### config.mk
export PLATFORM = sky130hd
export DESIGN_NAME = rsc_cal
export DESIGN_NICKNAME = d
export VERILOG_FILES = /design/src/rtl/rsc_pkg.sv /design/src/rtl/rsc_cal.sv
export SDC_FILE = /design/constraint.sdc
export NUM_CORES = 1
export LEC_CHECK = 0
export ABC_AREA = 1
export BUFFER_PORTS_ARGS = -buffer_cell sky130_fd_sc_hd__buf_2
export CORE_ASPECT_RATIO = 0.8
export CORE_MARGIN = 2
export CORE_UTILIZATION = 40
export DETAILED_ROUTE_END_ITERATION = 10
export PLACE_DENSITY = 0.61
export SLEW_MARGIN = 5
export SYNTH_ARGS = -nofsm -noshare
export SYNTH_HDL_FRONTEND = slang
export SYNTH_SLANG_ARGS = --single-unit
export TNS_END_PERCENT = 5
### constraint.sdc
create_clock -name pclk -period 2.3 [get_ports pclk]
set_input_delay 0.23 -clock pclk [delete_from_list [all_inputs] [get_ports pclk]]
set_output_delay 0.23 -clock pclk [all_outputs]
set_load 0.005 [all_outputs]
### src/rtl/rsc_pkg.sv
// Constants for the resolver offset and phase calibration block
package rsc_pkg;
    // ==========================================
    // Clock and time figures
    localparam int RSC_CLK_MHZ = 50;
    localparam int RSC_INIT_MIN_NS = 200000;
    localparam int RSC_INIT_MAX_NS = 400000;
    localparam int RSC_INIT_STEP_NS = 1000;
    localparam int RSC_RT_GAP_NS = 400000;
    localparam int RSC_HOLD_NS = 10000;
    localparam int RSC_PERIOD_MS = 100;
    localparam int RSC_RT_LIMIT_MS = 5;
    localparam int RSC_EXC_MASK_MS = 10;
    localparam int RSC_MAN_STEP_NS = 400;
    localparam int RSC_AUTO_STEP_NS = 100;
    localparam int RSC_EXC_MIN_KHZ = 10;
    localparam int RSC_EXC_MAX_KHZ = 20;
    // Least times round up, longest round down
    localparam int RSC_INIT_MIN_CYC = (RSC_INIT_MIN_NS * RSC_CLK_MHZ + 999) / 1000;
    localparam int RSC_INIT_MAX_CYC = RSC_INIT_MAX_NS * RSC_CLK_MHZ / 1000;
    localparam int RSC_INIT_STEP_CYC = RSC_INIT_STEP_NS * RSC_CLK_MHZ / 1000;
    localparam int RSC_RT_GAP_CYC = (RSC_RT_GAP_NS * RSC_CLK_MHZ + 999) / 1000;
    localparam int RSC_HOLD_CYC = RSC_HOLD_NS * RSC_CLK_MHZ / 1000;
    localparam int RSC_PERIOD_CYC = RSC_PERIOD_MS * RSC_CLK_MHZ * 1000;
    localparam int RSC_RT_LIMIT_CYC = RSC_RT_LIMIT_MS * RSC_CLK_MHZ * 1000;
    localparam int RSC_EXC_MASK_CYC = RSC_EXC_MASK_MS * RSC_CLK_MHZ * 1000;
    localparam int RSC_TICK_CYC = RSC_AUTO_STEP_NS * RSC_CLK_MHZ / 1000;
    localparam int RSC_MAN_SCALE = RSC_MAN_STEP_NS / RSC_AUTO_STEP_NS;
    localparam int RSC_PER_MIN_TICK = 1000000 / (RSC_EXC_MAX_KHZ * RSC_AUTO_STEP_NS);
    localparam int RSC_PER_MAX_TICK = 1000000 / (RSC_EXC_MIN_KHZ * RSC_AUTO_STEP_NS);
    // ==========================================
    // Calibration
    localparam int RSC_TRIM_W = 6;
    localparam int RSC_TOGGLES = 4;
    localparam logic [1:0] RSC_LAST_BLK = 2'h3;
    // ==========================================
    // Register map
    localparam logic [7:0] RSC_CTRL_OFF = 8'h00;
    localparam logic [7:0] RSC_STAT_OFF = 8'h04;
    localparam logic [7:0] RSC_TRIM_OFF = 8'h08;
    localparam logic [7:0] RSC_PHASE_OFF = 8'h0c;
    localparam int RSC_CTRL_EXC = 0;
    localparam int RSC_CTRL_AUTO = 1;
    localparam int RSC_CTRL_MAN = 2;
    localparam int RSC_CTRL_VAL = 8;
    localparam int RSC_STAT_CAL = 0;
    localparam int RSC_STAT_LOOP = 1;
    localparam int RSC_STAT_DIAG = 2;
    localparam int RSC_STAT_BUSY = 16;
    localparam int RSC_STAT_INIT = 17;
    // Quarter-wave sine, 16 points, 9-bit magnitude
    localparam logic [9:0] RSC_SIN_TBL [16] = '{10'h000, 10'h032, 10'h064, 10'h094,
        10'h0c4, 10'h0f1, 10'h11c, 10'h144, 10'h169, 10'h18b, 10'h1a9, 10'h1c3,
        10'h1d8, 10'h1e9, 10'h1f5, 10'h1fc};
    typedef enum logic [2:0] {C_IDLE, C_INIT, C_INIT_END, C_RT_WAIT, C_RT_STEP} rsc_cal_e;
endpackage

### src/rtl/rsc_cal.sv
// Offset calibration, phase delay and fault collection with APB registers
// How it works
// Initial correction on diagnostics entry, 200-400us
// Initial pass trims all four blocks
// Periodic pass trims front-end only
// Short inputs, compare, drive trim DAC
// Step by comparator; toggling means done
// Periodic routine every 100 ms
// Trim changes at most every 400us
// Loop blinded at most 10us per step
// Angle stays valid during periodic routine
// Trim change at exciter zero crossing
// Failure sets fault flag, retry 100ms
// Successful pass clears fault flag
// Two bits pick none, auto, manual
// Manual delay +-12.4us in 0.4us steps
// Auto uses larger sine/cosine mismatch
// Auto steps 100ns, 10-20 kHz only
// Feedback sine/cosine from table to DACs
// Tracking error watched for lost tracking
// Out-of-threshold signals set fault flags
// Faults drive pin, disable exciter; exciter_off is set only by the EXC_N exciter flags while exc_en is set
// Exciter faults masked 10ms after enable
// Fail on trim exhausted or timeout
//
// Local design decisions: the register addresses and the APB slave port.
`timescale 1ns/1ns
module rsc_cal
    import rsc_pkg::*;
#(
    parameter int DIAG_N = 8,
    parameter int EXC_N = 4,
    parameter int PERIOD_CYC = RSC_PERIOD_CYC,
    parameter int RT_GAP_CYC = RSC_RT_GAP_CYC,
    parameter int INIT_MIN_CYC = RSC_INIT_MIN_CYC,
    parameter int INIT_MAX_CYC = RSC_INIT_MAX_CYC,
    parameter int RT_LIMIT_CYC = RSC_RT_LIMIT_CYC,
    parameter int EXC_MASK_CYC = RSC_EXC_MASK_CYC
)(
    input wire logic pclk,
    input wire logic presetn,
    input wire logic psel,
    input wire logic penable,
    input wire logic pwrite,
    input wire logic [7:0] paddr,
    input wire logic [31:0] pwdata,
    output logic [31:0] prdata,
    output logic pready,
    output logic pslverr,
    input wire logic dev_diag,
    input wire logic dev_normal,
    input wire logic [9:0] angle,
    input wire logic cal_cmp,
    input wire logic exciter_ref,
    input wire logic sin_zc,
    input wire logic cos_zc,
    input wire logic err_high,
    input wire logic [DIAG_N-1:0] diag_in,
    output logic [RSC_TRIM_W-1:0] trim_code,
    output logic [1:0] trim_sel,
    output logic cal_short,
    output logic loop_hold,
    output logic angle_valid,
    output logic [9:0] sin_dac,
    output logic [9:0] cos_dac,
    output logic [8:0] ref_delay,
    output logic exciter_off,
    output logic fault
);
    localparam int SW = 5 + DIAG_N;
    localparam int I_CMP = 0;
    localparam int I_REF = 1;
    localparam int I_SIN = 2;
    localparam int I_COS = 3;
    localparam int I_ERR = 4;
    localparam logic [RSC_TRIM_W-1:0] TRIM_MAX = '1;

    typedef struct packed {
        rsc_cal_e cs;
        logic [1:0] blk;
        logic [3:0][RSC_TRIM_W-1:0] trim;
        logic last_cmp;
        logic [2:0] rev;
        logic [22:0] tmr;
        logic [22:0] gap;
        logic [22:0] per;
        logic [9:0] hold;
        logic init_done;
        logic cal_fault;
        logic [SW-1:0] s1;
        logic [SW-1:0] s2;
        logic [SW-1:0] s3;
        logic [2:0] tick;
        logic [7:0] mt;
        logic [7:0] ms;
        logic [7:0] mc;
        logic [10:0] rper;
        logic [7:0] auto_val;
        logic exc_en;
        logic ph_auto;
        logic ph_man;
        logic [5:0] ph_val;
        logic [DIAG_N-1:0] flags;
        logic loop_flt;
        logic [22:0] exm;
        logic [31:0] prdata;
        logic pready;
        logic pslverr;
        logic [RSC_TRIM_W-1:0] trim_code;
        logic short_in;
        logic hold_loop;
        logic angle_valid;
        logic [9:0] sin_dac;
        logic [9:0] cos_dac;
        logic [8:0] ref_delay;
        logic exc_off;
        logic fault;
    } rsc_state_s;

    rsc_state_s st_r;
    rsc_state_s st_nxt;

    // ==========================================
    // Helpers
    function automatic logic [9:0] sin10(input logic [9:0] a);
        logic [9:0] mag;
        mag = a[8] ? RSC_SIN_TBL[4'hf - a[7:4]] : RSC_SIN_TBL[a[7:4]];
        return a[9] ? 10'h200 - mag : 10'h200 + mag;
    endfunction

    function automatic logic [22:0] sat23(input logic [22:0] v);
        return (v == '1) ? v : v + 23'h1;
    endfunction

    logic [SW-1:0] rise;
    logic cmpv;
    logic [RSC_TRIM_W-1:0] step_trim;
    logic step_exh;
    logic [2:0] step_rev;
    logic step_ok;
    logic setup;
    logic wr;
    logic [DIAG_N-1:0] diag_set;
    logic [DIAG_N-1:0] w1c;

    assign rise = st_r.s2 & ~st_r.s3;
    assign cmpv = st_r.s2[I_CMP];
    assign setup = psel & ~penable;
    assign wr = psel & penable & pwrite & st_r.pready;

    always_comb
    begin
        step_trim = cmpv ? st_r.trim[st_r.blk] - 1'b1 : st_r.trim[st_r.blk] + 1'b1;
        step_exh = cmpv ? (st_r.trim[st_r.blk] == '0) : (st_r.trim[st_r.blk] == TRIM_MAX);
        step_rev = (cmpv != st_r.last_cmp) ? st_r.rev + 3'h1 : st_r.rev;
        step_ok = (step_rev >= 3'(RSC_TOGGLES));
        diag_set = st_r.s2[SW-1:5];
        if (st_r.exm != '0)
        begin
            diag_set[EXC_N-1:0] = '0;
        end
        w1c = (wr && paddr == RSC_STAT_OFF) ? pwdata[RSC_STAT_DIAG +: DIAG_N] : '0;
    end

    // ==========================================
    // Next state
    always_comb
    begin
        st_nxt = st_r;
        st_nxt.s1 = {diag_in, err_high, cos_zc, sin_zc, exciter_ref, cal_cmp};
        st_nxt.s2 = st_r.s1;
        st_nxt.s3 = st_r.s2;

        // Calibration sequencer
        unique case (st_r.cs)
            C_IDLE:
            begin
                if (dev_diag && !st_r.init_done)
                begin
                    st_nxt.cs = C_INIT;
                    st_nxt.blk = 2'h0;
                    st_nxt.tmr = '0;
                    st_nxt.gap = '0;
                    st_nxt.rev = '0;
                    st_nxt.last_cmp = cmpv;
                end
                else if (st_r.init_done && dev_normal)
                begin
                    st_nxt.per = st_r.per + 23'h1;
                    if (st_r.per >= 23'(PERIOD_CYC - 1))
                    begin
                        st_nxt.per = '0;
                        st_nxt.cs = C_RT_WAIT;
                        st_nxt.blk = 2'h0;
                        st_nxt.tmr = '0;
                        st_nxt.gap = '0;
                        st_nxt.rev = '0;
                        st_nxt.last_cmp = cmpv;
                    end
                end
            end
            C_INIT:
            begin
                st_nxt.tmr = sat23(st_r.tmr);
                st_nxt.gap = st_r.gap + 23'h1;
                if (st_r.tmr >= 23'(INIT_MAX_CYC - 1))
                begin
                    st_nxt.cs = C_IDLE;
                    st_nxt.cal_fault = 1'b1;
                    st_nxt.init_done = 1'b1;
                    st_nxt.per = '0;
                end
                else if (st_r.gap >= 23'(RSC_INIT_STEP_CYC - 1))
                begin
                    st_nxt.gap = '0;
                    if (step_ok)
                    begin
                        st_nxt.rev = '0;
                        st_nxt.blk = st_r.blk + 2'h1;
                        if (st_r.blk == RSC_LAST_BLK)
                        begin
                            st_nxt.cs = C_INIT_END;
                            st_nxt.blk = st_r.blk;
                        end
                    end
                    else if (step_exh)
                    begin
                        st_nxt.cs = C_IDLE;
                        st_nxt.cal_fault = 1'b1;
                        st_nxt.init_done = 1'b1;
                        st_nxt.per = '0;
                    end
                    else
                    begin
                        st_nxt.trim[st_r.blk] = step_trim;
                        st_nxt.rev = step_rev;
                        st_nxt.last_cmp = cmpv;
                    end
                end
            end
            C_INIT_END:
            begin
                st_nxt.tmr = sat23(st_r.tmr);
                if (st_r.tmr >= 23'(INIT_MIN_CYC - 1))
                begin
                    st_nxt.cs = C_IDLE;
                    st_nxt.init_done = 1'b1;
                    st_nxt.cal_fault = 1'b0;
                    st_nxt.per = '0;
                end
            end
            C_RT_WAIT:
            begin
                st_nxt.tmr = sat23(st_r.tmr);
                st_nxt.gap = sat23(st_r.gap);
                st_nxt.hold = '0;
                if (!dev_normal)
                begin
                    st_nxt.cs = C_IDLE;
                end
                else if (st_r.tmr >= 23'(RT_LIMIT_CYC - 1))
                begin
                    st_nxt.cs = C_IDLE;
                    st_nxt.cal_fault = 1'b1;
                    st_nxt.per = '0;
                end
                else if (st_r.gap >= 23'(RT_GAP_CYC - 1) && rise[I_REF])
                begin
                    st_nxt.cs = C_RT_STEP;
                end
            end
            C_RT_STEP:
            begin
                st_nxt.tmr = sat23(st_r.tmr);
                st_nxt.hold = st_r.hold + 10'h1;
                if (st_r.hold >= 10'(RSC_HOLD_CYC - 1))
                begin
                    st_nxt.gap = '0;
                    st_nxt.cs = C_RT_WAIT;
                    if (step_ok)
                    begin
                        st_nxt.cs = C_IDLE;
                        st_nxt.cal_fault = 1'b0;
                        st_nxt.per = '0;
                    end
                    else if (step_exh)
                    begin
                        st_nxt.cs = C_IDLE;
                        st_nxt.cal_fault = 1'b1;
                        st_nxt.per = '0;
                    end
                    else
                    begin
                        st_nxt.trim[0] = step_trim;
                        st_nxt.rev = step_rev;
                        st_nxt.last_cmp = cmpv;
                    end
                end
            end
        endcase
        st_nxt.short_in = (st_nxt.cs == C_INIT) || (st_nxt.cs == C_RT_STEP);
        st_nxt.hold_loop = (st_nxt.cs == C_RT_STEP);
        st_nxt.trim_code = st_nxt.trim[st_nxt.blk];
        st_nxt.angle_valid = st_nxt.init_done;

        // Feedback DAC words
        st_nxt.sin_dac = sin10(angle);
        st_nxt.cos_dac = sin10(angle + 10'h100);

        // Mismatch timers in 100 ns ticks
        st_nxt.tick = (st_r.tick == 3'(RSC_TICK_CYC - 1)) ? 3'h0 : st_r.tick + 3'h1;
        if (st_r.tick == 3'h0)
        begin
            if (st_r.mt != 8'hff)
            begin
                st_nxt.mt = st_r.mt + 8'h1;
            end
            if (st_r.rper != 11'h7ff)
            begin
                st_nxt.rper = st_r.rper + 11'h1;
            end
        end
        if (rise[I_SIN])
        begin
            st_nxt.ms = st_r.mt;
        end
        if (rise[I_COS])
        begin
            st_nxt.mc = st_r.mt;
        end
        if (rise[I_REF])
        begin
            st_nxt.mt = '0;
            st_nxt.rper = '0;
            if (st_r.rper >= 11'(RSC_PER_MIN_TICK) && st_r.rper <= 11'(RSC_PER_MAX_TICK))
            begin
                st_nxt.auto_val = (st_r.ms > st_r.mc) ? st_r.ms : st_r.mc;
            end
        end
        unique case ({st_r.ph_man, st_r.ph_auto})
            2'b01: st_nxt.ref_delay = {1'b0, st_r.auto_val};
            2'b10: st_nxt.ref_delay = 9'({{3{st_r.ph_val[5]}}, st_r.ph_val} * RSC_MAN_SCALE);
            default: st_nxt.ref_delay = '0;
        endcase

        // Diagnostics and fault pin
        st_nxt.exm = (st_r.exm != '0) ? st_r.exm - 23'h1 : '0;
        st_nxt.flags = (st_r.flags & ~w1c) | diag_set;
        st_nxt.loop_flt = st_r.loop_flt | st_r.s2[I_ERR];

        // Register bus
        st_nxt.pready = setup;
        st_nxt.pslverr = 1'b0;
        if (setup)
        begin
            st_nxt.prdata = '0;
            unique case (paddr)
                RSC_CTRL_OFF: st_nxt.prdata = {18'h0, st_r.ph_val, 5'h0, st_r.ph_man,
                    st_r.ph_auto, st_r.exc_en};
                RSC_STAT_OFF:
                begin
                    st_nxt.prdata[RSC_STAT_CAL] = st_r.cal_fault;
                    st_nxt.prdata[RSC_STAT_LOOP] = st_r.loop_flt;
                    st_nxt.prdata[RSC_STAT_DIAG +: DIAG_N] = st_r.flags;
                    st_nxt.prdata[RSC_STAT_BUSY] = (st_r.cs != C_IDLE);
                    st_nxt.prdata[RSC_STAT_INIT] = st_r.init_done;
                end
                RSC_TRIM_OFF: st_nxt.prdata = {8'h0, st_r.trim};
                RSC_PHASE_OFF: st_nxt.prdata = {15'h0, st_r.auto_val, st_r.ref_delay};
                default: st_nxt.pslverr = 1'b1;
            endcase
        end
        if (wr && paddr == RSC_CTRL_OFF)
        begin
            st_nxt.exc_en = pwdata[RSC_CTRL_EXC];
            st_nxt.ph_auto = pwdata[RSC_CTRL_AUTO];
            st_nxt.ph_man = pwdata[RSC_CTRL_MAN];
            st_nxt.ph_val = pwdata[RSC_CTRL_VAL +: 6];
            if (pwdata[RSC_CTRL_EXC] && !st_r.exc_en)
            begin
                st_nxt.exm = 23'(EXC_MASK_CYC);
            end
        end
        if (wr && paddr == RSC_STAT_OFF && pwdata[RSC_STAT_LOOP])
        begin
            st_nxt.loop_flt = st_r.s2[I_ERR];
        end
        st_nxt.exc_off = st_r.exc_en && (|st_r.flags[EXC_N-1:0]);
        st_nxt.fault = (|st_r.flags) || st_r.loop_flt || st_r.cal_fault;
    end

    always_ff @(posedge pclk or negedge presetn)
    begin
        if (!presetn)
        begin
            st_r <= '0;
        end
        else
        begin
            st_r <= st_nxt;
        end
    end

    assign prdata = st_r.prdata;
    assign pready = st_r.pready;
    assign pslverr = st_r.pslverr;
    assign trim_code = st_r.trim_code;
    assign trim_sel = st_r.blk;
    assign cal_short = st_r.short_in;
    assign loop_hold = st_r.hold_loop;
    assign angle_valid = st_r.angle_valid;
    assign sin_dac = st_r.sin_dac;
    assign cos_dac = st_r.cos_dac;
    assign ref_delay = st_r.ref_delay;
    assign exciter_off = st_r.exc_off;
    assign fault = st_r.fault;

    // ==========================================
    // Checks
    logic [9:0] hcnt_r;
    logic [22:0] lcnt_r;
    logic rt_on;
    assign rt_on = (st_r.cs == C_RT_WAIT) || (st_r.cs == C_RT_STEP);
    always_ff @(posedge pclk or negedge presetn)
    begin
        if (!presetn)
        begin
            hcnt_r <= '0;
            lcnt_r <= '1;
        end
        else
        begin
            hcnt_r <= st_r.hold_loop ? hcnt_r + 10'h1 : 10'h0;
            lcnt_r <= st_r.hold_loop ? 23'h0 : sat23(lcnt_r);
        end
    end

    AST_HOLD_MAX: assert property (@(posedge pclk) disable iff (!presetn)
        hcnt_r <= 10'(RSC_HOLD_CYC)) else $error("loop hold too long");
    AST_RT_FE_ONLY: assert property (@(posedge pclk) disable iff (!presetn)
        rt_on |-> st_r.blk == 2'h0 && $stable(st_r.trim[3:1])) else $error("rt touched block");
    AST_RT_GAP: assert property (@(posedge pclk) disable iff (!presetn)
        $rose(st_r.hold_loop) |-> lcnt_r >= 23'(RT_GAP_CYC)) else $error("trim step too soon");
    AST_ZERO_CROSS: assert property (@(posedge pclk) disable iff (!presetn)
        $rose(st_r.hold_loop) |-> $past(rise[I_REF])) else $error("step off zero crossing");
    AST_MAN_DELAY: assert property (@(posedge pclk) disable iff (!presetn)
        st_r.ph_man && !st_r.ph_auto |=> $signed(st_r.ref_delay)
        == 4 * $signed($past(st_r.ph_val))) else $error("manual delay wrong");
    AST_NO_DELAY: assert property (@(posedge pclk) disable iff (!presetn)
        !st_r.ph_man && !st_r.ph_auto |=> st_r.ref_delay == 9'h0) else $error("delay not zero");
    AST_EXC_MASK: assert property (@(posedge pclk) disable iff (!presetn)
        st_r.exm != '0 |=> (st_r.flags[EXC_N-1:0] & ~$past(st_r.flags[EXC_N-1:0])) == '0)
        else $error("masked exciter fault set");
    AST_FAIL_RETRY: assert property (@(posedge pclk) disable iff (!presetn)
        $rose(st_r.cal_fault) |-> st_r.cs == C_IDLE && st_r.per == '0) else $error("no retry");
    AST_VALID: assert property (@(posedge pclk) disable iff (!presetn)
        st_r.init_done ##1 rt_on |-> st_r.angle_valid) else $error("angle invalid in cal");
    AST_FAULT_PIN: assert property (@(posedge pclk) disable iff (!presetn)
        st_r.cal_fault |=> st_r.fault) else $error("fault pin silent");

    COV_INIT: cover property (@(posedge pclk) disable iff (!presetn)
        $rose(st_r.init_done) && !st_r.cal_fault);
    COV_RT_STEP: cover property (@(posedge pclk) disable iff (!presetn) $fell(st_r.hold_loop));
    COV_CAL_FAIL: cover property (@(posedge pclk) disable iff (!presetn) $rose(st_r.cal_fault));
    COV_AUTO: cover property (@(posedge pclk) disable iff (!presetn)
        st_r.ph_auto && st_r.ref_delay != '0);
endmodule

==> results of run 1 <==
==> where the power goes <==
group / switching (mW) / internal, mW / leakage (nW)
registers: 0.359 / 5.70 / 3.79
logic: 4.67 / 3.00 / 6.14
clock network: 2.23 / 2.96 / 0.504
total: 7.25 / 11.7 / 10.4
==> logic make-up after synthesis <==
logic type | count (synthesis) | synth area share (%)
muxes | 1 | 0.0584
and+or+nand+nor | 1103 | 28.3
DFF | 295 | 43.1
xor gates and xnor gates | 84 | 4.29
adders and majority gates | 33 | 2.45
AOI/OAI and AO/OA | 331 | 10.9
buffers and inverters | 411 | 10.9
other | 1 | 0.0219
==> worst max-delay path by stage <==
| stage | start | end | slack, ps | depth (start not counted) |
|---|---|---|---|---|
| final | trim_sel[0] | trim_code[4] | -210 | 16 |
| after global routing | trim_sel[0] | trim_code[5] | -350 | 18 |
| after CTS | trim_sel[1] | trim_code[2] | -80 | 15 |
| after detailed placement | trim_sel[0] | trim_code[5] | -250 | 16 |
| after global placement | trim_sel[0] | trim_code[5] | -150 | 17 |
| after floorplan | trim_sel[0] | trim_code[4] | 90 | 15 |
==> layout by cell type (no fill, tap or decap), drive strengths merged, types with 40 or more instances in the layout <==
master,synthesis,layout
nor3,50,50
nor2,213,213
nand4,52,52
o21ai,196,196
nand3,156,156
dfrtp,295,295
clkbuf,25,40
buf,103,345
xor2,60,60
a21oi,58,58
inv,280,281
nand2,592,592
==> through the flow <==
| step | setup TNS (ps) | hold WS, ps | instances | utilization [%] | power (mW) |
|---|---|---|---|---|---|
| after floorplan | 0 | -65.6 | 2266 | - | 9.90 |
| after global placement | -1180 | 154 | 3019 | 46.1 | 12.8 |
| after detailed placement | -2270 | 153 | 3019 | 46.1 | 12.9 |
| after CTS | -423 | 32.5 | 3107 | 49.6 | 18.4 |
| after global routing | -16200 | 58.2 | 3124 | 50.9 | 20.1 |
| final | -2700 | 56.9 | 3125 | 50.9 | 18.9 |
==> synthesized netlist by cell type (3+ instances only) <==
master,n
sky130_fd_sc_hd__nor3b_1,4
sky130_fd_sc_hd__a221oi_1,7
sky130_fd_sc_hd__nor2_1,203
sky130_fd_sc_hd__buf_4,75
sky130_fd_sc_hd__o21ai_1,37
sky130_fd_sc_hd__a211oi_1,3
sky130_fd_sc_hd__nor3_2,3
sky130_fd_sc_hd__nor4_1,13
sky130_fd_sc_hd__o21ai_2,4
sky130_fd_sc_hd__a21oi_1,58
sky130_fd_sc_hd__o31ai_1,8
sky130_fd_sc_hd__or2_2,3
sky130_fd_sc_hd__nor3_1,47
sky130_fd_sc_hd__clkbuf_1,24
sky130_fd_sc_hd__o21ai_0,155
sky130_fd_sc_hd__o211ai_1,19
sky130_fd_sc_hd__inv_2,18
sky130_fd_sc_hd__nor2_4,5
sky130_fd_sc_hd__ha_1,32
sky130_fd_sc_hd__o21a_1,3
sky130_fd_sc_hd__nand2_1,586
sky130_fd_sc_hd__nand3_2,6
sky130_fd_sc_hd__xnor2_1,24
sky130_fd_sc_hd__xor2_1,60
sky130_fd_sc_hd__nand3_1,148
sky130_fd_sc_hd__nand3b_1,7
sky130_fd_sc_hd__o21bai_1,3
sky130_fd_sc_hd__and3_1,5
sky130_fd_sc_hd__nand2_2,4
sky130_fd_sc_hd__clkinv_1,3
sky130_fd_sc_hd__nor2_2,4
sky130_fd_sc_hd__nand4_1,52
sky130_fd_sc_hd__dfrtp_1,295
sky130_fd_sc_hd__o22ai_1,21
sky130_fd_sc_hd__buf_2,26
sky130_fd_sc_hd__inv_1,262
==> registers in the layout, indices dropped and copies added, names as in the netlist, 2 cells and up <==
| name | cells |
|---|---|
| diag_set | 4 |
| sin_dac | 10 |
| ref_delay | 9 |
| cos_dac | 10 |
| prdata | 24 |
| st_nxt | 21 |
| st_r | 201 |
| trim_code | 6 |
| trim_sel | 2 |
==> routing by layer <==
layer,up-vias,global-route usage (%),part of all wire (%)
li1,7854,-,-
met1,7545,32.9,49
met2,396,32.8,43
met3,72,3.28,5.6
met4,0,4.70,2.2
met5,-,0,0
==> area by class of cell <==
type	instances	area, um2
diodes	2	5.00
inverters	283	1070
fillers	4039	20700
clock inverters	18	211
well taps	552	691
flip-flops and latches	295	7380
multi-input cells	1560	8330
clock buffers	38	842
repair buffers	377	2870
==> what timing repair did <==
action                                  CTS  global route
hold endpoints to repair                212             0
gates cloned                              0             2
hold buffers                             30             0
endpoints found under the setup margin   60           126
setup buffers                             2            14
pin swaps                                 3            65
gates resized for setup                  24           109
==> worst min-delay path, cell delays in order <==
cell,delay (ps)
sky130_fd_sc_hd__buf_2,100
sky130_fd_sc_hd__inv_1,40
sky130_fd_sc_hd__nor2_1,30
sky130_fd_sc_hd__buf_4,180
==> impl_metrics.xml, run 1 <==
<?xml version="1.0" encoding="UTF-8"?>
<metrics>
  <group name="outcome">
    <metric name="run_status" unit="">finished, violations left</metric>
    <metric name="violations_in_the_final_reports" unit="">negative setup slack</metric>
  </group>
  <group name="logic_synthesis">
    <metric name="yosys_warnings" unit="">0</metric>
    <metric name="post_synth_instance_area" unit="mm2">0.0171</metric>
    <metric name="ys_dominant_reg_cell" unit="">sky130_fd_sc_hd__dfrtp_1</metric>
    <metric name="postSynthRegisterBits" unit="">295</metric>
    <metric name="async_set_or_reset_flop_fraction_in_the_synthesized_netlist" unit="%">100</metric>
    <metric name="synthCells" unit="">2259</metric>
    <metric name="synth_seq_area_share" unit="%">43.1</metric>
    <metric name="synthesis.area_per_instance" unit="um2">7.59</metric>
    <metric name="yosysUniqueCellTypes" unit="">60</metric>
    <metric name="synth.area.top_cells" unit="">sky130_fd_sc_hd__dfrtp_1 43%, sky130_fd_sc_hd__nand2_1 13%, sky130_fd_sc_hd__inv_1 5.7%, sky130_fd_sc_hd__o21ai_0 4.5%, sky130_fd_sc_hd__nor2_1 4.4%</metric>
    <metric name="synth_enable_flop_cells" unit="">0</metric>
    <metric name="synth.top_cell.area_share" unit="%">43.1</metric>
    <metric name="synth_largest_area_cell" unit="">sky130_fd_sc_hd__dfrtp_1</metric>
  </group>
  <group name="clock_network">
    <metric name="cts.sink_count" unit="">295</metric>
    <metric name="clockRootBuffer" unit="">sky130_fd_sc_hd__clkbuf_16</metric>
    <metric name="cts_tree" unit="">yes</metric>
    <metric name="clock_latency_of_the_later_clocked_register_in_the_worst_skew_pair" unit="ps">590</metric>
    <metric name="clock_pin_slew_of_the_registers_on_the_worst_case_setup_and_hold_paths" unit="ps">70</metric>
    <metric name="cts-root-to-sink-buffers" unit="">3</metric>
    <metric name="cts_inserted_buffers" unit="">31</metric>
    <metric name="htreeDepth" unit="">1</metric>
  </group>
  <group name="critical_path">
    <metric name="crit_chain" unit="">buf_6 &gt; buf_12 &gt; nand2_1 &gt; nand2_1 &gt; nand2_1 &gt; nand2_2 &gt; fa_2 &gt; a21oi_2 &gt; o21ai_2 &gt; xor2_1 &gt; buf_4 &gt; nand3_2 &gt; nand3_2 &gt; nand4_1 &gt; nand2_2 &gt; nand2_1</metric>
    <metric name="startpoint_type" unit="">flop</metric>
    <metric name="crit_path_frequent_cell" unit="">sky130_fd_sc_hd__nand2_1</metric>
    <metric name="critPathTopFamily" unit="">simple AND/OR/NAND/NOR gates</metric>
    <metric name="worst-endpoint-required" unit="ps">2780</metric>
    <metric name="setup.worst_path.class" unit="">reg2reg</metric>
    <metric name="crit-reg2reg-launch" unit="">trim_sel[0]</metric>
    <metric name="cp_slowest_stage_delay" unit="ps">450</metric>
    <metric name="crit_fanout" unit="">5</metric>
    <metric name="worst_ep_arrival" unit="ps">2990</metric>
    <metric name="worstRegToRegCells" unit="">16</metric>
    <metric name="critPathBufInv" unit="">3</metric>
    <metric name="endpoint_kind" unit="">flop</metric>
    <metric name="reg2reg_setup_slack" unit="ps">-210</metric>
    <metric name="crit-reg2reg-capture" unit="">trim_code[4]</metric>
    <metric name="critical_path.slowest_cell" unit="">sky130_fd_sc_hd__dfrtp_2</metric>
  </group>
  <group name="timing">
    <metric name="setup_repair_after_global_routing_missed_its_margin" unit="">yes</metric>
    <metric name="fin_worst_skew" unit="ps">18.1</metric>
    <metric name="final_number_of_hold_violating_endpoints" unit="">0</metric>
    <metric name="timing_max_transition_violations_final" unit="">0</metric>
    <metric name="maxClockFrequency" unit="MHz">398</metric>
    <metric name="finalWorstSetupSlack" unit="ps">-210</metric>
    <metric name="setup_viol" unit="">47</metric>
    <metric name="period_share" unit="%">109</metric>
    <metric name="slew_headroom" unit="%">56.7</metric>
    <metric name="post-route-min-period" unit="ps">2510</metric>
    <metric name="worstMarginPinSlew" unit="ps">647</metric>
  </group>
  <group name="power">
    <metric name="power_density_normalized_to_cell_area" unit="mW/mm2">883</metric>
    <metric name="vdd_ir_drop_max" unit="mV">0.494</metric>
    <metric name="power_leakage" unit="nW">10.4</metric>
  </group>
  <group name="min_path">
    <metric name="timing.hold.worst_endpoint" unit="">pready</metric>
    <metric name="min_path_type" unit="">in2reg</metric>
    <metric name="timing.hold.worst.start" unit="">psel</metric>
    <metric name="hold_path_depth" unit="">4</metric>
  </group>
  <group name="route">
    <metric name="route.vias.total" unit="">15900</metric>
    <metric name="detail_route.wirelength" unit="mm">49.0</metric>
    <metric name="ant_nets" unit="">0</metric>
    <metric name="routedWlPerCell" unit="um">15.7</metric>
    <metric name="detail_route.first_pass.iterations" unit="">6</metric>
    <metric name="initialDrtViolationCount" unit="">1174</metric>
    <metric name="routed_via_density" unit="">5.08</metric>
    <metric name="drc_errors" unit="">0</metric>
  </group>
  <group name="floorplan">
    <metric name="placeable_area" unit="mm2">0.0421</metric>
    <metric name="die_w" unit="um">235</metric>
    <metric name="dieArea" unit="mm2">0.0445</metric>
    <metric name="placementRows" unit="">67</metric>
    <metric name="total_i_o_pin_count" unit="">146</metric>
    <metric name="floorplan.initialDensity" unit="%">40.7</metric>
    <metric name="die-height" unit="um">189</metric>
  </group>
  <group name="place">
    <metric name="placedInstanceArea" unit="mm2">0.0194</metric>
    <metric name="place_ws" unit="ps">-246</metric>
    <metric name="hpwlAfterDp" unit="mm">36.2</metric>
    <metric name="gpl.final_weighted_congestion" unit="">0.945</metric>
    <metric name="io_buffers" unit="">115</metric>
  </group>
  <group name="global_routing">
    <metric name="grt_usage" unit="%">21.7</metric>
    <metric name="antenna_found_initial" unit="">1</metric>
    <metric name="vias_in_the_first_global_route" unit="">15200</metric>
    <metric name="wire_length_of_the_first_global_routing_pass" unit="mm">79.5</metric>
    <metric name="total_congestion_overflow_after_global_routing" unit="">0</metric>
    <metric name="pin_count_of_the_biggest_net_entering_global_routing" unit="">84</metric>
  </group>
  <group name="cells_and_area">
    <metric name="final_layout_size_suffix_gt1_share" unit="%">21.6</metric>
    <metric name="finish.instance_area" unit="mm2">0.0214</metric>
    <metric name="layout_stage_area_growth_over_the_synthesis_result" unit="%">24.9</metric>
    <metric name="finalNetCount" unit="">2651</metric>
  </group>
  <group name="job">
    <metric name="max_cap_viol_count" unit="">0</metric>
  </group>
</metrics>
No activity file was read; power rests on OpenSTA's default activity.
==> run 2: changes to the inputs <==
--- a/config.mk
+++ b/config.mk
@@ -11,7 +11,7 @@
 export CORE_MARGIN = 2
 export CORE_UTILIZATION = 40
 export DETAILED_ROUTE_END_ITERATION = 10
-export PLACE_DENSITY = 0.61
+export PLACE_DENSITY_LB_ADDON = 0.2
 export SLEW_MARGIN = 5
 export SYNTH_ARGS = -nofsm -noshare
 export SYNTH_HDL_FRONTEND = slang
==> run 2 against run 1 <==
  * The run still ends with negative setup slack left
  * Count of clock-buffer cells in the layout rose by 10
  * Final cell count rose by 0.64%
  * Highest routed layer unchanged
  * Largest power group unchanged
  * Worst setup slack improved by 91 ps
  * Flip-flop and latch count did not move
  * Via count barely moved
  * Non-clock buffer count rose by 16
  * Critical path type unchanged
  * Fmax rose by 3.7%
  * Worst hold slack got worse by 26 ps
  * Die area did not move
  * Register-to-register slack improved by 90 ps
  * Combinational power barely moved
  * Power rose by 5.1%
==> impl_metrics.xml, run 2 (synthesis results as in run 1) <==
<?xml version="1.0" encoding="UTF-8"?>
<metrics>
  <group name="cells_and_area">
    <metric name="regMostFlops" unit="">st_r</metric>
    <metric name="finalNetCount" unit="">2672</metric>
    <metric name="most-common-layout-cells" unit="">544 x sky130_fd_sc_hd__nand2_1, 291 x sky130_fd_sc_hd__dfrtp_1, 257 x sky130_fd_sc_hd__inv_1, 223 x sky130_fd_sc_hd__buf_4, 182 x sky130_fd_sc_hd__nor2_1</metric>
    <metric name="largest_reg_flops" unit="">201</metric>
    <metric name="final_layout_size_suffix_gt1_share" unit="%">23.0</metric>
    <metric name="antenna_cells_inserted" unit="">0</metric>
    <metric name="final_util" unit="%">51.9</metric>
    <metric name="layout.cells.most_common" unit="">sky130_fd_sc_hd__nand2_1</metric>
    <metric name="layout_stage_area_growth_over_the_synthesis_result" unit="%">27.4</metric>
  </group>
  <group name="route">
    <metric name="detail_route.first_pass.iterations" unit="">5</metric>
    <metric name="drc_errors" unit="">0</metric>
    <metric name="detail_route.wirelength" unit="mm">49.2</metric>
    <metric name="ant_nets" unit="">0</metric>
    <metric name="route.vias.total" unit="">15900</metric>
    <metric name="initialDrtViolationCount" unit="">1222</metric>
    <metric name="routedWlPerCell" unit="um">15.6</metric>
    <metric name="routed_via_density" unit="">5.05</metric>
  </group>
  <group name="critical_path">
    <metric name="setup.worst_path.class" unit="">reg2reg</metric>
    <metric name="crit_path_frequent_cell" unit="">sky130_fd_sc_hd__nand2_1</metric>
    <metric name="worst-endpoint-required" unit="ps">2720</metric>
    <metric name="endpoint_kind" unit="">flop</metric>
    <metric name="worst_ep_arrival" unit="ps">2840</metric>
    <metric name="crit_chain" unit="">clkbuf_16 &gt; nand2_1 &gt; nand2_1 &gt; nand2_1 &gt; nand2_2 &gt; fa_2 &gt; a21oi_2 &gt; o21ai_2 &gt; xor2_1 &gt; buf_4 &gt; nand3_1 &gt; nand3_2 &gt; nand4_1 &gt; nand2_1 &gt; nand2_1</metric>
    <metric name="crit_fanout" unit="">6</metric>
    <metric name="critical_path.slowest_cell" unit="">sky130_fd_sc_hd__dfrtp_2</metric>
    <metric name="startpoint_type" unit="">flop</metric>
    <metric name="cp_slowest_stage_delay" unit="ps">500</metric>
  </group>
  <group name="power">
    <metric name="vdd_ir_drop_max" unit="mV">0.505</metric>
    <metric name="power_leakage" unit="nW">10.6</metric>
    <metric name="power_density_normalized_to_cell_area" unit="mW/mm2">910</metric>
  </group>
  <group name="job">
    <metric name="max_cap_viol_count" unit="">0</metric>
  </group>
  <group name="timing">
    <metric name="worstMarginPinSlew" unit="ps">523</metric>
    <metric name="period_share" unit="%">105</metric>
    <metric name="timing_max_transition_violations_final" unit="">0</metric>
    <metric name="setup_viol" unit="">15</metric>
    <metric name="setup_repair_after_global_routing_missed_its_margin" unit="">yes</metric>
    <metric name="final_number_of_hold_violating_endpoints" unit="">0</metric>
    <metric name="finalWorstSetupSlack" unit="ps">-119</metric>
    <metric name="slew_headroom" unit="%">64.8</metric>
    <metric name="fin_worst_skew" unit="ps">15.8</metric>
    <metric name="fin_hold_ws" unit="ps">30.6</metric>
    <metric name="post-route-min-period" unit="ps">2420</metric>
    <metric name="maxClockFrequency" unit="MHz">413</metric>
  </group>
  <group name="clock_network">
    <metric name="clockRootBuffer" unit="">sky130_fd_sc_hd__clkbuf_16</metric>
    <metric name="cts_inserted_buffers" unit="">35</metric>
    <metric name="cts.sink_count" unit="">295</metric>
    <metric name="clock_pin_slew_of_the_registers_on_the_worst_case_setup_and_hold_paths" unit="ps">60</metric>
    <metric name="cts-root-to-sink-buffers" unit="">3</metric>
    <metric name="clock_latency_of_the_later_clocked_register_in_the_worst_skew_pair" unit="ps">530</metric>
    <metric name="cts_tree" unit="">yes</metric>
    <metric name="htreeDepth" unit="">2</metric>
  </group>
  <group name="floorplan">
    <metric name="dieArea" unit="mm2">0.0445</metric>
    <metric name="die_w" unit="um">235</metric>
    <metric name="placeable_area" unit="mm2">0.0421</metric>
    <metric name="floorplan.initialDensity" unit="%">40.7</metric>
    <metric name="die-height" unit="um">189</metric>
    <metric name="placementRows" unit="">67</metric>
    <metric name="total_i_o_pin_count" unit="">146</metric>
  </group>
  <group name="min_path">
    <metric name="min_path_type" unit="">in2reg</metric>
  </group>
  <group name="place">
    <metric name="io_buffers" unit="">115</metric>
    <metric name="hpwlAfterDp" unit="mm">36.4</metric>
    <metric name="gpl.final_weighted_congestion" unit="">0.910</metric>
  </group>
  <group name="outcome">
    <metric name="run_status" unit="">finished, violations left</metric>
    <metric name="violations_in_the_final_reports" unit="">negative setup slack</metric>
  </group>
  <group name="global_routing">
    <metric name="antenna_found_initial" unit="">0</metric>
    <metric name="grt_usage" unit="%">22.2</metric>
    <metric name="pin_count_of_the_biggest_net_entering_global_routing" unit="">64</metric>
    <metric name="wire_length_of_the_first_global_routing_pass" unit="mm">80.5</metric>
    <metric name="vias_in_the_first_global_route" unit="">15500</metric>
    <metric name="total_congestion_overflow_after_global_routing" unit="">0</metric>
  </group>
</metrics>
==> run 2: metrics by stage <==
stage | setup slack (ps) | area (um2) | setup TNS, ps | power (mW) | cells
after floorplan | 86.1 | 17200 | 0 | 9.90 | 2266
after global placement | -201 | 19600 | -2260 | 12.8 | 3042
after detailed placement | -252 | 19600 | -2820 | 12.9 | 3042
after CTS | -64.5 | 21300 | -333 | 19.3 | 3131
after global routing | -284 | 21800 | -8660 | 21.1 | 3145
final | -119 | 21800 | -721 | 19.9 | 3145
==> run 2: routing by layer <==
layer | up-vias | track usage [%] | share of wire, %
met5 | - | 0 | 0
li1 | 7894 | - | -
met2 | 408 | 34.0 | 44
met4 | 0 | 5.10 | 1.7
met1 | 7521 | 32.8 | 49
met3 | 54 | 3.60 | 5.5
==> run 2: what timing repair did <==
action,4_1_cts,5_1_grt
gates resized for setup,32,122
hold endpoints to repair,67,0
pin swaps,1,51
endpoints found under the setup margin,57,117
cloned,0,4
buffers inserted,0,10
hold buffers,28,0
==> run 2: cell type report <==
cell class	count	area [um2]
fill	4046	20200
multi-input combinational	1560	8370
sequential	295	7390
timing repair buffer	393	3010
inverter	283	1080
clock buffer	48	1030
tap	552	691
clock inverter	13	264
timing repair inverter	1	7.51
==> run 2: power by group <==
part	switching, mW	total (mW)	internal, mW
logic	4.64	7.67	3.02
clock network	2.28	6.13	3.85
registers	0.382	6.08	5.70
total	7.31	19.9	12.6
==> run 2: final timing paths <==
kind	startpoint	to	slack [ps]	cells past startpoint
setup / recovery	trim_sel[0]	trim_code[4]	-120	15
hold / removal	pwdata[3]	st_r[99]	30	4
setup reg to reg	trim_sel[0]	trim_code[4]	-120	15
hold reg to reg	st_nxt[179]	st_nxt[166]	350	0
max in group asynchronous	presetn	prdata[3]	1360	3
min in group asynchronous	presetn	st_r[307]	220	2
==> run 2: critical path: cells and delay by family, from the launching register on <==
kind,cells,cell delay (ps)
compound gates,2,260
xor+xnor,1,120
fa+ha+maj,1,390
buf+inv,2,350
flops,1,500
simple gates,9,700
==> run 3: changes to the inputs <==
--- a/config.mk
+++ b/config.mk
@@ -16,4 +16,3 @@
 export SYNTH_ARGS = -nofsm -noshare
 export SYNTH_HDL_FRONTEND = slang
 export SYNTH_SLANG_ARGS = --single-unit
-export TNS_END_PERCENT = 5
==> run 3 against run 2 <==
  * The flow still finishes with violations (negative setup slack)
  * Power increased by 0.14%
  * Largest power group unchanged
  * Critical path depth increased by 3
  * Critical endpoint is now trim_code[5]
  * Largest cell class unchanged
  * Routed wire length decreased by 0.63%
  * Worst hold slack about the same
==> impl_metrics.xml, run 3 (synthesis results as in run 1) <==
<?xml version="1.0" encoding="UTF-8"?>
<metrics>
  <group name="power">
    <metric name="vdd_ir_drop_max" unit="mV">0.506</metric>
    <metric name="power_density_normalized_to_cell_area" unit="mW/mm2">913</metric>
    <metric name="power_leakage" unit="nW">10.7</metric>
    <metric name="p_int" unit="mW">12.6</metric>
    <metric name="power.switching_fraction" unit="%">36.5</metric>
    <metric name="share_comb_of_total_power" unit="%">38.7</metric>
    <metric name="clock_power_share" unit="%">30.8</metric>
    <metric name="switching_power" unit="mW">7.26</metric>
    <metric name="pwr-share-seq" unit="%">30.5</metric>
    <metric name="total_power" unit="mW">19.9</metric>
  </group>
  <group name="global_routing">
    <metric name="grt_usage" unit="%">22.2</metric>
    <metric name="total_congestion_overflow_after_global_routing" unit="">0</metric>
    <metric name="antenna_found_initial" unit="">0</metric>
    <metric name="pin_count_of_the_biggest_net_entering_global_routing" unit="">64</metric>
    <metric name="wire_length_of_the_first_global_routing_pass" unit="mm">80.4</metric>
    <metric name="vias_in_the_first_global_route" unit="">15400</metric>
  </group>
  <group name="clock_network">
    <metric name="cts_tree" unit="">yes</metric>
    <metric name="htreeDepth" unit="">2</metric>
    <metric name="clock_latency_of_the_later_clocked_register_in_the_worst_skew_pair" unit="ps">530</metric>
    <metric name="cts-root-to-sink-buffers" unit="">3</metric>
    <metric name="cts_inserted_buffers" unit="">35</metric>
    <metric name="clock_pin_slew_of_the_registers_on_the_worst_case_setup_and_hold_paths" unit="ps">60</metric>
    <metric name="cts.sink_count" unit="">295</metric>
    <metric name="clockRootBuffer" unit="">sky130_fd_sc_hd__clkbuf_16</metric>
  </group>
  <group name="timing">
    <metric name="timing_max_transition_violations_final" unit="">0</metric>
    <metric name="period_share" unit="%">104</metric>
    <metric name="final_number_of_hold_violating_endpoints" unit="">0</metric>
    <metric name="finalWorstSetupSlack" unit="ps">-86.0</metric>
    <metric name="slew_headroom" unit="%">56.5</metric>
    <metric name="fin_worst_skew" unit="ps">13.1</metric>
    <metric name="setup_viol" unit="">7</metric>
    <metric name="post-route-min-period" unit="ps">2390</metric>
    <metric name="maxClockFrequency" unit="MHz">419</metric>
    <metric name="setup_repair_after_global_routing_missed_its_margin" unit="">yes</metric>
    <metric name="worstMarginPinSlew" unit="ps">650</metric>
  </group>
  <group name="outcome">
    <metric name="violations_in_the_final_reports" unit="">negative setup slack</metric>
    <metric name="run_status" unit="">finished, violations left</metric>
  </group>
  <group name="route">
    <metric name="ant_nets" unit="">0</metric>
    <metric name="routedWlPerCell" unit="um">15.5</metric>
    <metric name="detail_route.first_pass.iterations" unit="">5</metric>
    <metric name="routed_via_density" unit="">5.03</metric>
    <metric name="drc_errors" unit="">0</metric>
    <metric name="detail_route.wirelength" unit="mm">48.9</metric>
    <metric name="initialDrtViolationCount" unit="">1235</metric>
    <metric name="route.vias.total" unit="">15800</metric>
  </group>
  <group name="cells_and_area">
    <metric name="multi_input_comb_area" unit="mm2">0.00829</metric>
    <metric name="largest_reg_flops" unit="">201</metric>
    <metric name="final_layout_size_suffix_gt1_share" unit="%">22.9</metric>
    <metric name="most-common-layout-cells" unit="">560 x sky130_fd_sc_hd__nand2_1, 289 x sky130_fd_sc_hd__dfrtp_1, 254 x sky130_fd_sc_hd__inv_1, 235 x sky130_fd_sc_hd__buf_4, 182 x sky130_fd_sc_hd__nor2_1</metric>
    <metric name="antenna_cells_inserted" unit="">0</metric>
    <metric name="layout_stage_area_growth_over_the_synthesis_result" unit="%">27.2</metric>
    <metric name="regMostFlops" unit="">st_r</metric>
    <metric name="area.sequential" unit="mm2">0.00739</metric>
    <metric name="fillers" unit="">4069</metric>
    <metric name="layout.cells.most_common" unit="">sky130_fd_sc_hd__nand2_1</metric>
    <metric name="finalNetCount" unit="">2680</metric>
  </group>
  <group name="floorplan">
    <metric name="dieArea" unit="mm2">0.0445</metric>
    <metric name="placeable_area" unit="mm2">0.0421</metric>
    <metric name="floorplan.initialDensity" unit="%">40.7</metric>
    <metric name="placementRows" unit="">67</metric>
    <metric name="total_i_o_pin_count" unit="">146</metric>
    <metric name="die_w" unit="um">235</metric>
    <metric name="die-height" unit="um">189</metric>
  </group>
  <group name="critical_path">
    <metric name="startpoint_type" unit="">flop</metric>
    <metric name="crit_fanout" unit="">20</metric>
    <metric name="setup.worst_path.class" unit="">reg2reg</metric>
    <metric name="worst-endpoint-required" unit="ps">2720</metric>
    <metric name="endpoint_kind" unit="">flop</metric>
    <metric name="worst_ep_arrival" unit="ps">2800</metric>
  </group>
  <group name="job">
    <metric name="max_cap_viol_count" unit="">0</metric>
  </group>
  <group name="place">
    <metric name="io_buffers" unit="">115</metric>
    <metric name="gpl.final_weighted_congestion" unit="">0.910</metric>
    <metric name="hpwlAfterDp" unit="mm">36.4</metric>
    <metric name="place_ws" unit="ps">-252</metric>
  </group>
  <group name="min_path">
    <metric name="min_path_type" unit="">in2reg</metric>
  </group>
</metrics>
==> run 3: changes by cell type in the layout (fill, tap and decap cells not counted), sizes merged <==
cell | previous run | this run
clkinvlp | 4 | 3
buf | 362 | 373
clkbuf | 51 | 49
==> run 3: metrics by stage <==
step,util [%],instance area [um2],cells,TNS (ps),hold slack (ps)
after floorplan,-,17200,2266,0,-65.6
after global placement,46.5,19600,3042,-2260,192
after detailed placement,46.5,19600,3042,-2820,186
after CTS,50.7,21300,3133,-143,1.00
after global routing,51.8,21800,3153,-9710,21.2
final,51.8,21800,3153,-309,30.8
==> run 3: power groups by stage <==
stage               clock, mW  sequential (mW)  combinational, mW
floorplan                   0             6.07               3.84
global placement            0             6.14               6.67
detailed placement          0             6.14               6.73
CTS                      6.30             6.06               7.05
global route             6.52             6.12               8.53
finish                   6.13             6.07               7.70
==> run 3: cell type report <==
type	instances	area share, %
Sequential cell	295	33.9
Clock buffer	48	4.74
Clock inverter	13	1.21
Inverter	283	4.93
Timing Repair Buffer	402	14.1
Tap cell	552	3.17
Multi-Input combinational cell	1560	38.0
==> run 3: layer usage <==
| layer | up-vias | GRT usage [%] | routed length, um |
|---|---|---|---|
| met4 | 0 | 5.22 | 961 |
| li1 | 7903 | - | - |
| met5 | - | 0 | 0 |
| met2 | 375 | 33.9 | 21300 |
| met1 | 7506 | 32.8 | 23900 |
| met3 | 65 | 3.59 | 2730 |
==> run 3: path summary, 6_finish.rpt <==
path | from | end | slack, ps | cells after the start
min | pwdata[3] | st_r[99] | 30 | 4
max | trim_sel[0] | trim_code[5] | -90 | 18
min reg2reg | st_nxt[179] | st_nxt[166] | 350 | 0
min in group asynchronous | presetn | st_r[307] | 220 | 2
max in group asynchronous | presetn | prdata[3] | 1360 | 3
max reg2reg | trim_sel[0] | trim_code[5] | -90 | 18
==> run 3: what timing repair did <==
| action | 4_1_cts | 5_1_grt |
|---|---|---|
| pin swaps | 1 | 29 |
| endpoints found under the hold margin | 67 | 0 |
| gates cloned | 0 | 2 |
| endpoints found under the setup margin | 57 | 117 |
| gates resized for setup | 38 | 97 |
| setup buffers | 2 | 19 |
| hold buffers | 28 | 0 |
==> run 3: worst max-delay path, cell delays in order (launching register included) <==
cell and delay [ps]:
sky130_fd_sc_hd__dfrtp_2 450, sky130_fd_sc_hd__buf_12 170, sky130_fd_sc_hd__nand2_1 60, sky130_fd_sc_hd__nand2_1 50, sky130_fd_sc_hd__nand2_1 70, sky130_fd_sc_hd__nand2_2 90, sky130_fd_sc_hd__ha_1 290, sky130_fd_sc_hd__nand2_2 60
sky130_fd_sc_hd__buf_4 130, sky130_fd_sc_hd__nor2_2 110, sky130_fd_sc_hd__a21oi_2 70, sky130_fd_sc_hd__inv_1 60, sky130_fd_sc_hd__nand2_1 60, sky130_fd_sc_hd__nand2_2 110, sky130_fd_sc_hd__nand3_2 90, sky130_fd_sc_hd__a21oi_2 140
sky130_fd_sc_hd__nand3_1 100, sky130_fd_sc_hd__nand2_1 100, sky130_fd_sc_hd__nand2_1 60
